### src/acc_pkg.sv
/*
  Package for the analog comparator control block: control word layout, reset values,
  phase encoding and the carrier structs.
  Assumes one 100 MHz clock, an asynchronous active-high reset, and analog front ends outside.
*/
package acc_pkg;
  // Control register bit positions
  localparam int CTL_ENABLE = 7;
  localparam int CTL_RESULT = 6;
  localparam int CTL_OE = 5;
  localparam int CTL_POL = 4;
  localparam int CTL_SPEED = 3;
  localparam int CTL_REF = 2;
  localparam int CTL_CH_HI = 1;
  localparam int CTL_CH_LO = 0;
  localparam logic [7:0] CTL_RESET = 8'h08;
  // Auxiliary register of comparator 2: bit 7/6 mirrors, bit 1 timer gate sync
  localparam int AUX_MIRROR1 = 7;
  localparam int AUX_MIRROR2 = 6;
  localparam int AUX_SYNC = 1;
  localparam int AUX_GATE_SRC = 0;
  localparam logic [7:0] AUX_RESET = 8'h00;
  localparam logic [7:0] AUX_WMASK = 8'h03;
  localparam logic [7:0] CTL_WMASK = 8'hbf;
  localparam logic [1:0] PHASE_RESET = 2'h0;

  typedef enum logic [1:0] {
    ACC_PH_ONE = 2'b00,
    ACC_PH_TWO = 2'b01,
    ACC_PH_THREE = 2'b10,
    ACC_PH_FOUR = 2'b11
  } acc_phase_e;

  // Analog outcome of one comparator, already chosen by the front end
  typedef struct packed {
    logic noninverting_above;
  } acc_analog_s;

  // Software access strobe to one control register
  typedef struct packed {
    logic rd;
    logic wr;
    logic [7:0] wdata;
  } acc_access_s;
endpackage

### src/acc_comparator_ctrl.sv
/*
  Control and change-detect logic for a pair of analog comparators.
  Assumes the analog front end resolves each comparison as an asynchronous level and
  reads the enable, channel and speed settings from the exported control words.
*/
`timescale 1ns/10ps
module acc_comparator_ctrl (
  input wire logic clk,
  input wire logic sys_rst,
  input wire logic sleep_mode,
  input wire acc_pkg::acc_analog_s cmp1_analog,
  input wire acc_pkg::acc_analog_s cmp2_analog,
  input wire acc_pkg::acc_access_s cmp1_access,
  input wire acc_pkg::acc_access_s cmp2_access,
  input wire acc_pkg::acc_access_s cmp2_aux_access,
  input wire logic [1:0] pin_direction_bit,
  output logic [7:0] cmp1_control_reg,
  output logic [7:0] cmp2_control_reg,
  output logic [7:0] cmp2_aux_control_reg,
  output logic [1:0] cmp_pin_out,
  output logic [1:0] cmp_pin_oe,
  output logic [1:0] cmp_change_event,
  output logic phase_one_clock,
  output logic phase_three_clock
);

  ////////////////////////////////////////////////////////////////////////////////
  // Four-phase sequence

  acc_pkg::acc_phase_e phase_r;
  logic [7:0] ctl_r [2];
  logic [7:0] aux_r;
  logic [1:0] sync1_r, sync2_r, result;
  logic [1:0] acc_latch_r, smp_latch_r, mismatch_r;
  logic [1:0] pend_rd_r;
  acc_pkg::acc_access_s acc [2];
  logic [1:0] raw;

  assign acc[0] = cmp1_access;
  assign acc[1] = cmp2_access;
  assign raw = {cmp2_analog.noninverting_above, cmp1_analog.noninverting_above};

  always_ff @(posedge clk or posedge sys_rst) begin
    if (sys_rst) begin
      phase_r <= acc_pkg::ACC_PH_ONE;
    end else begin
      case (phase_r)
        acc_pkg::ACC_PH_ONE: phase_r <= acc_pkg::ACC_PH_TWO;
        acc_pkg::ACC_PH_TWO: phase_r <= acc_pkg::ACC_PH_THREE;
        acc_pkg::ACC_PH_THREE: phase_r <= acc_pkg::ACC_PH_FOUR;
        default: phase_r <= acc_pkg::ACC_PH_ONE;
      endcase
    end
  end

  // Phase strobes; phase one freezes high while asleep
  always_ff @(posedge clk or posedge sys_rst) begin
    if (sys_rst) begin
      phase_one_clock <= 1'b0;
      phase_three_clock <= 1'b0;
    end else begin
      phase_one_clock <= sleep_mode | (phase_r == acc_pkg::ACC_PH_FOUR);
      phase_three_clock <= (phase_r == acc_pkg::ACC_PH_TWO);
    end
  end

  ////////////////////////////////////////////////////////////////////////////////
  // Control registers

  always_ff @(posedge clk or posedge sys_rst) begin
    if (sys_rst) begin
      ctl_r[0] <= acc_pkg::CTL_RESET;
      ctl_r[1] <= acc_pkg::CTL_RESET;
      aux_r <= acc_pkg::AUX_RESET;
    end else begin
      for (int i = 0; i < 2; i++) begin
        if (acc[i].wr) begin
          ctl_r[i] <= acc[i].wdata & acc_pkg::CTL_WMASK;
        end
      end
      if (cmp2_aux_access.wr) begin
        aux_r <= cmp2_aux_access.wdata & acc_pkg::AUX_WMASK;
      end
    end
  end

  ////////////////////////////////////////////////////////////////////////////////
  // Synchronizer, polarity and change detect

  always_ff @(posedge clk or posedge sys_rst) begin
    if (sys_rst) begin
      sync1_r <= 2'h0;
      sync2_r <= 2'h0;
    end else begin
      sync1_r <= raw;
      sync2_r <= sync1_r;
    end
  end

  // Off comparator gives zero into polarity; the polarity bit then presets the level
  always_comb begin
    for (int i = 0; i < 2; i++) begin
      result[i] = (sync2_r[i] & ctl_r[i][acc_pkg::CTL_ENABLE]) ^ ctl_r[i][acc_pkg::CTL_POL];
    end
  end

  // An access marks the access latch; it loads at the next phase three
  always_ff @(posedge clk or posedge sys_rst) begin
    if (sys_rst) begin
      pend_rd_r <= 2'h0;
      acc_latch_r <= 2'h0;
      smp_latch_r <= 2'h0;
    end else begin
      for (int i = 0; i < 2; i++) begin
        if (phase_three_clock) begin
          // An access on this very edge is served now; keeping it pending would reload later
          pend_rd_r[i] <= 1'b0;
          if (pend_rd_r[i] | acc[i].rd | acc[i].wr) begin
            acc_latch_r[i] <= result[i];
          end
        end else if (acc[i].rd | acc[i].wr) begin
          pend_rd_r[i] <= 1'b1;
        end
        if (phase_one_clock && !sleep_mode) begin
          smp_latch_r[i] <= result[i];
        end
      end
    end
  end

  // Event on rising edge of the mismatch only
  always_ff @(posedge clk or posedge sys_rst) begin
    if (sys_rst) begin
      mismatch_r <= 2'h0;
      cmp_change_event <= 2'h0;
    end else begin
      mismatch_r <= acc_latch_r ^ smp_latch_r;
      cmp_change_event <= (acc_latch_r ^ smp_latch_r) & ~mismatch_r;
    end
  end

  ////////////////////////////////////////////////////////////////////////////////
  // Outputs

  always_ff @(posedge clk or posedge sys_rst) begin
    if (sys_rst) begin
      cmp1_control_reg <= acc_pkg::CTL_RESET;
      cmp2_control_reg <= acc_pkg::CTL_RESET;
      cmp2_aux_control_reg <= acc_pkg::AUX_RESET;
      cmp_pin_out <= 2'h0;
      cmp_pin_oe <= 2'h0;
    end else begin
      cmp1_control_reg <= {ctl_r[0][7], result[0], ctl_r[0][5:0]};
      cmp2_control_reg <= {ctl_r[1][7], result[1], ctl_r[1][5:0]};
      cmp2_aux_control_reg <= {result[0], result[1], aux_r[5:0]};
      cmp_pin_out <= result;
      for (int i = 0; i < 2; i++) begin
        cmp_pin_oe[i] <= ctl_r[i][acc_pkg::CTL_OE] & ~pin_direction_bit[i]
                         & ctl_r[i][acc_pkg::CTL_ENABLE];
      end
    end
  end
endmodule // acc_comparator_ctrl

### config.mk
export PLATFORM = sky130hd
export DESIGN_NAME = acc_comparator_ctrl
export DESIGN_NICKNAME = d
export VERILOG_FILES = /design/src/acc_pkg.sv /design/src/acc_comparator_ctrl.sv
export SDC_FILE = /design/constraint.sdc
export NUM_CORES = 1
export LEC_CHECK = 0
export BUFFER_PORTS_ARGS = -buffer_cell sky130_fd_sc_hd__buf_2
export CAP_MARGIN = 0
export CORE_MARGIN = 2
export CORE_UTILIZATION = 40
export DETAILED_ROUTE_END_ITERATION = 12
export PLACE_DENSITY = 0.75
export SYNTH_ARGS = -nofsm -noshare
export SYNTH_HDL_FRONTEND = slang
export SYNTH_SLANG_ARGS = --single-unit
### constraint.sdc
create_clock -name clk -period 1.2 [get_ports clk]
set_input_delay 0 -clock clk [delete_from_list [all_inputs] [get_ports clk]]
set_output_delay 0 -clock clk [all_outputs]
set_load 0.02 [all_outputs]
==> run metrics <==
core region area 4630 um2; top_reg_cell synth dfrtp_1; max reg flops 14; Worst Clk Skew a little over 0.006 ns; arrival time worst endpoint 1.29 ns; fmax 906 MHz; placed instance area 2200 um2; vias 1110; total track usage 0.139; Mapped Area 1890 um2; Tcrit/Tclk final 0.920; worst-path fanout max 2; Final Util 0.552; first-pass GRT wire length 5.40 mm; Multi-input gate area roughly 450 um2; die width 72.8 um; most common cell in the synthesized netlist dfrtp_1; Post-layout nets 238; top cells by area, synth dfrtp_1, mux2_2, dfstp_2; WL/cell ~13 um; Cell Pwr Density 1530 nW/um2; outcome completed; initial antenna violation count 0; maxcap violations 0; drt pass-1 iters 4; I/O Buffers 55; Req. time, crit path 1.39 ns; fill count 397; dpl hpwl 2.13 mm; final setup vio count 0; row count 25; Ant. Diodes 0; share of layout cells above drive strength 1 0.472; Initial Util 0.409; Post-synth top cells dfrtp_1, mux2_2, buf_4, ha_1, nor2_1; clk buf depth 2; clk sinks 54; minimum clock period 1.10 ns; die area 5300 um2; Netlist cell types 18; Non-Filler Cell Area, Final approximately 2600 um2; largest net degree at the start of global routing 24; GP Congestion 0.722; Leak 1.24 nW; antenna-violating nets left 0; vias in the first global route 1206; Worst-path clk slew 0.08 ns; global route total overflow 0; # H-tree levels 2; Clk Latency, worst-skew pair ~0.30 ns; Startpoint Class primary input; warnings from Yosys 0; drc violations 0; overall power ~3.9 mW; #FFs+latches synth 54; top cell type's share of synthesized area 0.661; Worst Setup Path Type in2reg; async set or reset register ratio after synthesis 1.00; drt initial violations 48; CTS resizes 0; Final Max Tran Viols 0; TritonCTS clock tree yes; Die Ht between 70 and 80 um; CP endpoint kind flop; Synth Area per Inst between 15 and 20 um2; vias per cell approximately 4.4; Post-synth EDFFs 0; Hold Path Class in2reg; Yosys top cell by area dfrtp_1; Num CTS Buffers 5; endpoints failing hold 0; final wirelength 3.20 mm; RSZ-0062 raised after global routing false; sequential cell area 1360 um2; Post-Synthesis Cells 114; Worst VDD drop ~0.7 mV; clock root buffer master clkbuf_8; sequential-to-total area share from yosys stat 0.716; IO Pins 69; synthesis-to-finish area growth 35.0%; final setup TNS 0 ns
[report_power, final]
part	total [mW]	switching [mW]	leakage (nW)	internal, mW
logic	0.640	0.348	0.550	0.292
clock network	1.12	0.537	0.0575	0.583
registers	2.14	0.0919	0.631	2.05
[per-layer routing]
layer / part of all wire / global-route usage / vias to the layer above
li1: - / - / 514
met1: 0.37 / 0.144 / 567
met2: 0.58 / 0.247 / 23
met3: 0.028 / 0.0387 / 6
met4: 0.029 / 0.0864 / 0
met5: 0 / 0 / -
[layout make-up]
cell class,instances,area share
sequential,54,0.531
timing repair buffer,82,0.216
multi-input combinational,50,0.178
clock buffer,8,0.0431
tap,54,0.0264
inverter,3,0.00587
[metrics by stage]
| step | std cells | hold slack, ns | setup WS, ns |
|---|---|---|---|
| floorplan | 117 | 0.0314 | 0.177 |
| global placement | 218 | 0.0198 | 0.166 |
| detailed placement | 218 | 0.0227 | 0.136 |
| CTS | 251 | 0.0848 | 0.113 |
| global route | 251 | 0.102 | 0.0500 |
| finish | 251 | 0.0919 | 0.0965 |
[final timing paths]
| check | start | end | slack [ns] | cells past startpoint |
|---|---|---|---|---|
| setup / recovery | cmp1_access[9] | acc_latch_r[0] | 0.1 | 5 |
| hold / removal | cmp1_access[8] | pend_rd_r[0] | 0.09 | 3 |
| setup reg to reg | pend_rd_r[0] | acc_latch_r[0] | 0.12 | 3 |
| hold reg to reg | sync1_r[0] | sync2_r[0] | 0.36 | 0 |
| max in group asynchronous | sys_rst | cmp2_control_reg[3] | 0.45 | 4 |
| min in group asynchronous | sys_rst | ctl_r[8] | 0.25 | 3 |
[layout by cell type, fill, tap and decap left out, drive strengths merged]
cell / instances
conb: 4
nor2b: 2
nor3: 2
buf: 57
or2: 1
xnor2: 2
dfstp: 4
dlygate4sd3: 25
dfrtp: 50
ha: 5
and3b: 1
nor2: 5
nand2: 3
xor2: 2
mux2: 20
nand2b: 3
inv: 2
clkinvlp: 1
clkbuf: 8
[cells by family (layout without fill, tap and decap cells)]
| kind of cell | count (synthesis) | in the layout | synth area share |
|---|---|---|---|
| xor+xnor | 4 | 4 | 0.0185 |
| flops | 54 | 54 | 0.716 |
| simple gates | 17 | 17 | 0.0575 |
| other cells | 1 | 4 | 0.00198 |
| fa+ha+maj | 5 | 5 | 0.0330 |
| mux | 20 | 20 | 0.123 |
| buf+inv | 13 | 93 | 0.0496 |
[critical path, stage by stage]
cell and delay (ns):
dlygate4sd3_1 0.55, buf_2 0.14, nor3_4 0.15, nand2b_1 0.15, mux2_4 0.30
[timing repair]
| action | CTS | global route |
|---|---|---|
| hold endpoints to repair | 54 | 0 |
| hold buffers | 25 | 0 |
| buffers inserted | 0 | 0 |
Power figures use the tool's default switching activity.
